==> src/common/pm_status_defs.svh <==
/*
  Offsets, field positions, reset values and timing figures for the power
  management status mirrors and general timer one.
  Assumes inclusion by bare name from the package and the design.
*/
`ifndef PM_STATUS_DEFS_SVH
`define PM_STATUS_DEFS_SVH

`define ADDR_W              8
`define DATA_W              8
`define OFF_TRAP_MIRROR     8'h86
`define OFF_MISC_MIRROR     8'h87
`define OFF_RELOAD          8'h88
`define OFF_CONTROL         8'h89
`define OFF_TRAP_CLEAR      8'hf6
`define OFF_MISC_CLEAR      8'hf7
`define OFF_TRAP_ENABLE_A   8'h82
`define OFF_TRAP_ENABLE_B   8'h83
`define OFF_CODEC_ENABLE    8'h80
`define OFF_PIN_DIR         8'h90
`define OFF_PIN_SMI         8'h92
`define OFF_WIDTH_SEL       8'h8b
`define OFF_UPPER_COUNT     8'hc0
`define OFF_TIMER_STATUS    8'hc1
`define RESET_BYTE          8'h00
`define BIT_TIMER_ENABLE    0
`define BIT_ACPI_ENABLE     5
`define BIT_SEC_DISK_TRAP   6
`define BIT_SEC_DISK_IDLE   7
`define BIT_CODEC_ENABLE    5
`define BIT_LID             6
`define BIT_WIDE_SELECT     4
`define BIT_TIMEBASE        7
`define BIT_KBD_TRAP        3
`define BIT_SER_PAR_TRAP    2
`define BIT_FLOPPY_TRAP     1
`define BIT_PRI_DISK_TRAP   0
`define BIT_USER_DEV_RETRIG 6
`define ACTIVITY_MSB        6
`define BIT_TOP_EVENT       0
`define BIT_TOP_TIMER       1
`define MSEC_NS             1000000
`define CLK_NS              40
`define TICKS_PER_SEC       1000

`endif

==> src/common/pm_status_pkg.sv <==
/*
  Types shared by the power management status block.
  Assumes pm_status_defs.svh is on the include path.
*/
`include "pm_status_defs.svh"
package pm_status_pkg;
  typedef struct packed {
    logic                 write;
    logic                 read;
    logic [`ADDR_W-1:0]   addr;
    logic [`DATA_W-1:0]   wdata;
  } reg_req_t;

  typedef struct packed {
    logic       secDiskTrap;
    logic       secDiskIdle;
    logic       kbdTrap;
    logic       serParTrap;
    logic       floppyTrap;
    logic       priDiskTrap;
    logic       codecEdge;
    logic       rtcAlarm;
    logic       acpiToggle;
    logic       suspend3v;
    logic [6:0] activity;
  } pm_events_t;

  typedef enum logic [2:0] {
    TMR_IDLE    = 3'b001,
    TMR_RUN     = 3'b010,
    TMR_EXPIRED = 3'b100
  } timer_state_t;
endpackage

==> src/core/pm_smi_status_and_idle_timer.sv <==
/*
  Second level SMI status mirrors with clear-on-read counterparts and the
  reloadable general timer one, reached over a plain register port.
  Assumes all event inputs are one-cycle pulses from logic on clk, and the
  spare and lid switch pins arrive asynchronously from outside.
*/
`timescale 1ns/1ps
`default_nettype none
`include "pm_status_defs.svh"
module pm_smi_status_and_idle_timer #(
  parameter int unsigned MSEC_CYCLES = (`MSEC_NS + `CLK_NS - 1) / `CLK_NS,
  parameter int unsigned SEC_TICKS   = `TICKS_PER_SEC
) (
  input  wire logic                     clk,
  input  wire logic                     rst_n,
  input  wire pm_status_pkg::reg_req_t  regReq,
  output logic [`DATA_W-1:0]            readData,
  input  wire pm_status_pkg::pm_events_t events,
  input  wire logic [2:0]               sparePins,
  input  wire logic [2:0]               spareSelected,
  input  wire logic                     lidSwitchPin,
  input  wire logic                     userDeviceThreeAccess,
  output logic                          smiRequest,
  output logic                          topEventStatus,
  output logic                          topTimerStatus,
  output logic                          timerExpiredStatus
);
  if (MSEC_CYCLES < 2 || SEC_TICKS < 2) begin : gBadTimebase
    $error("Timebase counts must be at least two.");
  end

  logic [7:0] trapEnableA, trapEnableB, codecEnable, pinDir, pinSmi, widthSel;
  logic [7:0] reloadValue, control, upperCount;
  logic [5:0] trapStatus;
  logic [7:0] miscStatus;
  logic [2:0] spareMeta, spareSync, spareLast;
  logic       lidMeta, lidSync, lidLast;
  logic [15:0] timerCount;
  logic [31:0] msecCount;
  logic [31:0] secCount;
  logic        msecTick, tick;
  logic        wasEnabled;
  pm_status_pkg::timer_state_t timerState;

  wire logic wr = regReq.write;
  wire logic rd = regReq.read;
  wire logic [`ADDR_W-1:0] addr = regReq.addr;
  wire logic timerEnable = trapEnableB[`BIT_TIMER_ENABLE];
  wire logic wide = widthSel[`BIT_WIDE_SELECT];

  // Registers written by software.
  always_ff @(posedge clk or negedge rst_n) begin
    if (!rst_n) begin
      trapEnableA <= `RESET_BYTE;
      trapEnableB <= `RESET_BYTE;
      codecEnable <= `RESET_BYTE;
      pinDir      <= `RESET_BYTE;
      pinSmi      <= `RESET_BYTE;
      widthSel    <= `RESET_BYTE;
      reloadValue <= `RESET_BYTE;
      control     <= `RESET_BYTE;
      upperCount  <= `RESET_BYTE;
    end else if (wr) begin
      unique case (addr)
        `OFF_TRAP_ENABLE_A: trapEnableA <= regReq.wdata;
        `OFF_TRAP_ENABLE_B: trapEnableB <= regReq.wdata;
        `OFF_CODEC_ENABLE:  codecEnable <= regReq.wdata;
        `OFF_PIN_DIR:       pinDir      <= regReq.wdata;
        `OFF_PIN_SMI:       pinSmi      <= regReq.wdata;
        `OFF_WIDTH_SEL:     widthSel    <= regReq.wdata;
        `OFF_RELOAD:        reloadValue <= regReq.wdata;
        `OFF_CONTROL:       control     <= regReq.wdata;
        `OFF_UPPER_COUNT:   upperCount  <= regReq.wdata;
        default: ;
      endcase
    end
  end

  // Pin synchronisers; only the second stage and its one-cycle delayed third stage feed logic.
  always_ff @(posedge clk or negedge rst_n) begin
    if (!rst_n) begin
      spareMeta <= 3'h0;
      spareSync <= 3'h0;
      spareLast <= 3'h0;
      lidMeta   <= 1'b0;
      lidSync   <= 1'b0;
      lidLast   <= 1'b0;
    end else begin
      spareMeta <= sparePins;
      spareSync <= spareMeta;
      spareLast <= spareSync;
      lidMeta   <= lidSwitchPin;
      lidSync   <= lidMeta;
      lidLast   <= lidSync;
    end
  end

  wire logic lidConfigured = !pinDir[`BIT_LID] && pinSmi[`BIT_LID];
  wire logic lidEvent = lidConfigured && (lidSync != lidLast);

  logic [2:0] spareEvent;
  genvar g;
  generate
    for (g = 0; g < 3; g++) begin : gSpare
      assign spareEvent[g] = spareSelected[g] && !pinDir[g] && pinSmi[g]
                             && (spareSync[g] != spareLast[g]);
    end
  endgenerate

  logic [5:0] trapSet;
  assign trapSet = {
    events.secDiskTrap && trapEnableB[`BIT_SEC_DISK_TRAP],
    events.secDiskIdle && trapEnableB[`BIT_SEC_DISK_IDLE],
    events.kbdTrap     && trapEnableA[`BIT_KBD_TRAP],
    events.serParTrap  && trapEnableA[`BIT_SER_PAR_TRAP],
    events.floppyTrap  && trapEnableA[`BIT_FLOPPY_TRAP],
    events.priDiskTrap && trapEnableA[`BIT_PRI_DISK_TRAP]};

  logic [7:0] miscSet;
  assign miscSet = {
    spareEvent[2], spareEvent[1], spareEvent[0],
    1'b0,
    lidEvent,
    events.codecEdge && codecEnable[`BIT_CODEC_ENABLE],
    events.rtcAlarm && events.suspend3v,
    events.acpiToggle && trapEnableB[`BIT_ACPI_ENABLE]};

  wire logic trapClear = rd && addr == `OFF_TRAP_CLEAR;
  wire logic miscClear = rd && addr == `OFF_MISC_CLEAR;

  // One flop per status bit serves both views; a set wins over a clear.
  always_ff @(posedge clk or negedge rst_n) begin
    if (!rst_n) begin
      trapStatus <= 6'h00;
    end else begin
      trapStatus <= (trapClear ? 6'h00 : trapStatus) | trapSet;
    end
  end

  always_ff @(posedge clk or negedge rst_n) begin
    if (!rst_n) begin
      miscStatus <= 8'h00;
    end else begin
      miscStatus <= (miscClear ? 8'h00 : miscStatus) | miscSet;
    end
  end

  // Timebase dividers; select 0 is one second, 1 is one millisecond.
  always_ff @(posedge clk or negedge rst_n) begin
    if (!rst_n) begin
      msecCount <= 32'h0;
      msecTick  <= 1'b0;
    end else if (msecCount == MSEC_CYCLES - 1) begin
      msecCount <= 32'h0;
      msecTick  <= 1'b1;
    end else begin
      msecCount <= msecCount + 32'h1;
      msecTick  <= 1'b0;
    end
  end

  always_ff @(posedge clk or negedge rst_n) begin
    if (!rst_n) begin
      secCount <= 32'h0;
    end else if (msecTick) begin
      secCount <= (secCount == SEC_TICKS - 1) ? 32'h0 : secCount + 32'h1;
    end
  end

  assign tick = control[`BIT_TIMEBASE] ? msecTick
              : (msecTick && secCount == SEC_TICKS - 1);

  // A count write loads the byte being written, not the stale register.
  wire logic [7:0]  next_reloadValue = (wr && addr == `OFF_RELOAD) ? regReq.wdata
                                                                   : reloadValue;
  wire logic [7:0]  next_upperCount  = (wr && addr == `OFF_UPPER_COUNT) ? regReq.wdata
                                                                        : upperCount;
  wire logic [15:0] loadValue = wide ? {next_upperCount, next_reloadValue}
                                     : {8'h00, next_reloadValue};
  wire logic retrigger = |(events.activity & control[`ACTIVITY_MSB:0])
                       || (userDeviceThreeAccess && control[`BIT_USER_DEV_RETRIG]);
  wire logic countWrite = wr && (addr == `OFF_RELOAD
                                 || (wide && addr == `OFF_UPPER_COUNT));

  // Timer one: loads on enable, reloads on activity, counts down per tick.
  always_ff @(posedge clk or negedge rst_n) begin
    if (!rst_n) begin
      timerState <= pm_status_pkg::TMR_IDLE;
      timerCount <= 16'h0;
      wasEnabled <= 1'b0;
    end else begin
      wasEnabled <= timerEnable;
      unique case (timerState)
        pm_status_pkg::TMR_IDLE: begin
          if (timerEnable && !wasEnabled) begin
            timerCount <= loadValue;
            timerState <= pm_status_pkg::TMR_RUN;
          end
        end
        pm_status_pkg::TMR_RUN: begin
          if (!timerEnable) begin
            timerState <= pm_status_pkg::TMR_IDLE;
          end else if (retrigger || countWrite) begin
            timerCount <= loadValue;
          end else if (timerCount == 16'h0) begin
            timerState <= pm_status_pkg::TMR_EXPIRED;
          end else if (tick) begin
            timerCount <= timerCount - 16'h1;
          end
        end
        pm_status_pkg::TMR_EXPIRED: begin
          if (!timerEnable) begin
            timerState <= pm_status_pkg::TMR_IDLE;
          end else if (countWrite) begin
            timerCount <= loadValue;
            timerState <= pm_status_pkg::TMR_RUN;
          end
        end
      endcase
    end
  end

  wire logic expiring = timerState == pm_status_pkg::TMR_RUN && timerEnable
                        && !retrigger && !countWrite && timerCount == 16'h0;
  wire logic timerStatusClear = wr && addr == `OFF_TIMER_STATUS
                                && regReq.wdata[`BIT_TOP_EVENT];
  wire logic topClear = wr && addr == `OFF_TIMER_STATUS
                        && regReq.wdata[`BIT_TOP_TIMER];

  // Top level and timer status flags, set wins; timer flags are write-one-to-clear, top event clears on a clearing read.
  always_ff @(posedge clk or negedge rst_n) begin
    if (!rst_n) begin
      topEventStatus     <= 1'b0;
      topTimerStatus     <= 1'b0;
      timerExpiredStatus <= 1'b0;
      smiRequest         <= 1'b0;
    end else begin
      topEventStatus <= (|trapSet) || (|miscSet)
                        || (topEventStatus && !(trapClear || miscClear));
      topTimerStatus     <= expiring || (topTimerStatus && !topClear);
      timerExpiredStatus <= expiring || (timerExpiredStatus && !timerStatusClear);
      smiRequest         <= expiring || (|trapSet) || (|miscSet);
    end
  end

  // Read data, valid in the cycle after the read strobe.
  always_ff @(posedge clk or negedge rst_n) begin
    if (!rst_n) begin
      readData <= `RESET_BYTE;
    end else if (rd) begin
      unique case (addr)
        `OFF_TRAP_MIRROR, `OFF_TRAP_CLEAR: readData <= {2'b00, trapStatus};
        `OFF_MISC_MIRROR, `OFF_MISC_CLEAR:
          readData <= {miscStatus[7:5], lidConfigured && lidSync,
                       miscStatus[3:0]};
        `OFF_RELOAD:        readData <= reloadValue;
        `OFF_CONTROL:       readData <= control;
        `OFF_TRAP_ENABLE_A: readData <= trapEnableA;
        `OFF_TRAP_ENABLE_B: readData <= trapEnableB;
        `OFF_CODEC_ENABLE:  readData <= codecEnable;
        `OFF_PIN_DIR:       readData <= pinDir;
        `OFF_PIN_SMI:       readData <= pinSmi;
        `OFF_WIDTH_SEL:     readData <= widthSel;
        `OFF_UPPER_COUNT:   readData <= upperCount;
        `OFF_TIMER_STATUS:
          readData <= {6'h00, topTimerStatus, timerExpiredStatus};
        default:            readData <= `RESET_BYTE;
      endcase
    end else begin
      readData <= `RESET_BYTE;
    end
  end
endmodule
`default_nettype wire

==> config.mk <==
export PLATFORM = sky130hd
export DESIGN_NAME = pm_smi_status_and_idle_timer
export DESIGN_NICKNAME = d
export VERILOG_FILES = /design/src/common/pm_status_pkg.sv /design/src/core/pm_smi_status_and_idle_timer.sv
export VERILOG_INCLUDE_DIRS = /design/src /design/src/common
export SDC_FILE = /design/constraint.sdc
export NUM_CORES = 1
export LEC_CHECK = 0
export BUFFER_PORTS_ARGS = -buffer_cell sky130_fd_sc_hd__buf_2
export CAP_MARGIN = 25
export CELL_PAD_IN_SITES_DETAIL_PLACEMENT = 1
export CELL_PAD_IN_SITES_GLOBAL_PLACEMENT = 1
export CORE_ASPECT_RATIO = 1.75
export CORE_MARGIN = 1.5
export CORE_UTILIZATION = 40
export DETAILED_ROUTE_END_ITERATION = 16
export GPL_TIMING_DRIVEN = 0
export HOLD_SLACK_MARGIN = 0.15
export PLACE_DENSITY_LB_ADDON = 0.1
export SLEW_MARGIN = 20
export SYNTH_ARGS = -nofsm -noshare
export SYNTH_HDL_FRONTEND = slang
export SYNTH_SLANG_ARGS = --single-unit
==> constraint.sdc <==
create_clock -name clk -period 2.8 [get_ports clk]
set_input_delay 0.28 -clock clk [delete_from_list [all_inputs] [get_ports clk]]
set_output_delay 0.28 -clock clk [all_outputs]
set_load 0.01 [all_outputs]
==> flow_summary.json <==
{
  "antenna_left": 0,
  "hold_viol": 0,
  "ys_seq_area_share_pct": 53.8,
  "place_congestion": 0.858,
  "setup_tns_ns": 0,
  "hold_end": "control[7]",
  "status": "completed",
  "hold_start": "regReq[7]",
  "ios": 57,
  "path_clk_slew_ns": 0.07,
  "tritoncts": "yes",
  "remaining_drc_errors": 0,
  "die_y_um": 202,
  "antenna_found_initial": 0,
  "highest_layer": "met4",
  "finalCritPeriodShare_pct": 96.7,
  "cp_data_arrival_time_ns": 3.03,
  "track_usage_pct": 23.5,
  "grt_overflow": 0,
  "die_x_um": 117,
  "synthCells": 787,
  "grt_pass1_wl_um": 41300,
  "skew_ns": 0.00935,
  "synth_top_area_share_pct": 53.5,
  "slew_headroom_pct": 38.9,
  "synth_nets": 836,
  "max_clock_freq_mhz": 369,
  "cts_buffers": 17,
  "clk_latency_ns": 0.44,
  "peakVddDrop_mv": 0.425,
  "port_buffers": 49,
  "grt_start_max_net_pins": 100,
  "syn-cell-area_um2": 9020,
  "setup_ws_ns": 0.0925,
  "synth-async-reset-ratio_pct": 100,
  "worst_hold_slack_ns": 0.181,
  "syn2layout_area_growth_pct": 16.8,
  "final_util_pct": 47.5,
  "ys.flop_type": "dfrtp_1",
  "end_kind": "register",
  "ys_ff_latch": 194,
  "p_per_area_nw_per_um2": 672,
  "cts.path.max_buffers": 2,
  "initial_core_util_pct": 40.7,
  "htreeDepth": 4,
  "hp-class": "primary input to register",
  "syn_area_per_cell_um2": 11.5,
  "drv_slew": 0,
  "final_cell_mix": "dfrtp_1 (193), mux2_2 (78), buf_2 (59), nand2_1 (54), nor2_1 (48)",
  "final_layout_size_suffix_gt1_share_pct": 21.5,
  "post-place-ws_ns": -0.490,
  "clockRootBuffer": "clkbuf_16",
  "drv_cap": 0,
  "synth_top_area_cell": "dfrtp_1",
  "final_common_cell": "dfrtp_1",
  "wl_met1_um": 9170,
  "fin_nets": 926,
  "timing.rr.start": "secCount[0]",
  "synth_area_leaders": "dfrtp_1 (54%), mux2_2 (9.7%), xnor2_1 (4.4%)",
  "vias": 6849,
  "first_pass_iters": 4,
  "r2r_end": "timerCount[8]",
  "start_kind": "register",
  "min_path_cells": 3,
  "cts_sinks": 194,
  "route.met3.wl_um": 596,
  "setup_violations": 0,
  "wire_per_inst_um": 22.2,
  "totalWireLength_um": 26400,
  "criticalPathCategory": "register to register",
  "grt_pass1_vias": 7539,
  "fin_crit_ns": 2.71,
  "yosysWarnings": 0,
  "worst-r2r-cell-count": 9,
  "cp_data_required_time_ns": 3.13,
  "fp.dieArea_um2": 23500,
  "cp_max_fo": 10,
  "fillCellCount": 2434,
  "core-area_um2": 22200,
  "p_leak_nw": 4.75,
  "n_antenna_cell": 0,
  "worst_pin_slew_ns": 0.909,
  "synth_edf_count": 0,
  "first_iter_violations": 346,
  "dp.final_hpwl_um": 19800,
  "viasPerCell": 5.77,
  "dr_wl_met2_um": 15100,
  "synth_cell_types": 66,
  "rrSetupSlack_ns": 0.09,
  "placementRows": 72
}
## kinds of logic (layout without fill, tap and decap cells)
logic type / count (synthesis) / in the layout / share of synthesized area [%]
compound gates: 135 / 135 / 11.2
xor+xnor: 63 / 63 / 6.12
fa+ha+maj: 4 / 4 / 0.555
buf+inv: 40 / 143 / 1.87
flops: 194 / 194 / 53.8
mux: 86 / 86 / 10.7
simple gates: 265 / 265 / 15.7
## Yosys cell counts (all sizes together) (13+ instances only)
cell type and number:
nand3 31, mux2 82, a21oi 24, nor2 48
a22o 15, nand4 21, nor3 15, clkbuf 16
xor2 18, buf 13, nor4 26, dfrtp 193
xnor2 45, and3 20, nand2 54
## worst max path at each step
stage           startpoint        endpoint  slack [ns]  cells past startpoint
2_1_floorplan   regReq[11]   timerCount[4]        0.36                     10
3_3_place_gp         rst_n    secCount[20]       -1.71                      1
6_report       secCount[0]   timerCount[8]        0.09                      9
4_1_cts        secCount[0]   timerCount[1]       0.004                      7
5_1_grt        secCount[0]  timerCount[11]       -0.05                      9
3_5_place_dp    regReq[13]       pinSmi[4]       -0.49                      6
## power by group
| group | total (mW) | internal [mW] | switching, mW |
|---|---|---|---|
| registers | 3.26 | 3.03 | 0.229 |
| logic | 1.40 | 0.548 | 0.848 |
| clock network | 2.42 | 1.30 | 1.13 |
## routing by layer
metal / track usage, % / vias up
met4: 14.1 / 0
met5: 0 / -
met2: 45.1 / 162
met3: 3.28 / 61
met1: 23.0 / 3505
li1: - / 3121
## repair_timing
action,in CTS,in global routing
resized for setup,5,7
pin swaps,0,1
endpoints found under the hold margin,113,0
buffers inserted,0,1
hold buffers,17,0
endpoints found under the setup margin,19,8
## final cells by class
type / count / area, um^2 / area share [%]
plain buffers: 29 / 130 / 1.23
repair buffers: 71 / 478 / 4.54
well taps: 296 / 370 / 3.51
multi-input cells: 553 / 4090 / 38.8
flip-flops and latches: 194 / 4860 / 46.1
clock buffers: 20 / 457 / 4.33
inverters: 11 / 41.3 / 0.392
clock inverters: 12 / 120 / 1.14
## flip-flops by register name, indices dropped and copies added (netlist names), 7 cells and up
name	count
codecEnable	8
control	8
miscStatus	7
msecCount	32
pinDir	8
pinSmi	8
readData	8
reloadValue	8
secCount	32
timerCount	16
trapEnableA	8
trapEnableB	8
upperCount	8
widthSel	8
## critical path: stages, from the launching register on
cell	delay, ns
dfrtp_1	0.39
ha_1	0.26
nor4b_1	0.30
nand4_1	0.13
buf_4	0.18
o41a_1	0.35
clkbuf_2	0.24
nor4b_2	0.41
a31oi_1	0.14
o22a_1	0.19
## stage by stage
step | std cells | power [mW] | area [um^2]
2_1_floorplan | 787 | 4.14 | 9020
3_3_place_gp | 1132 | 4.60 | 9640
3_5_place_dp | 1136 | 4.67 | 9720
4_1_cts | 1185 | 7.13 | 10500
5_1_grt | 1186 | 7.41 | 10500
6_report | 1186 | 7.08 | 10500
Power figures use the tool's default switching activity.
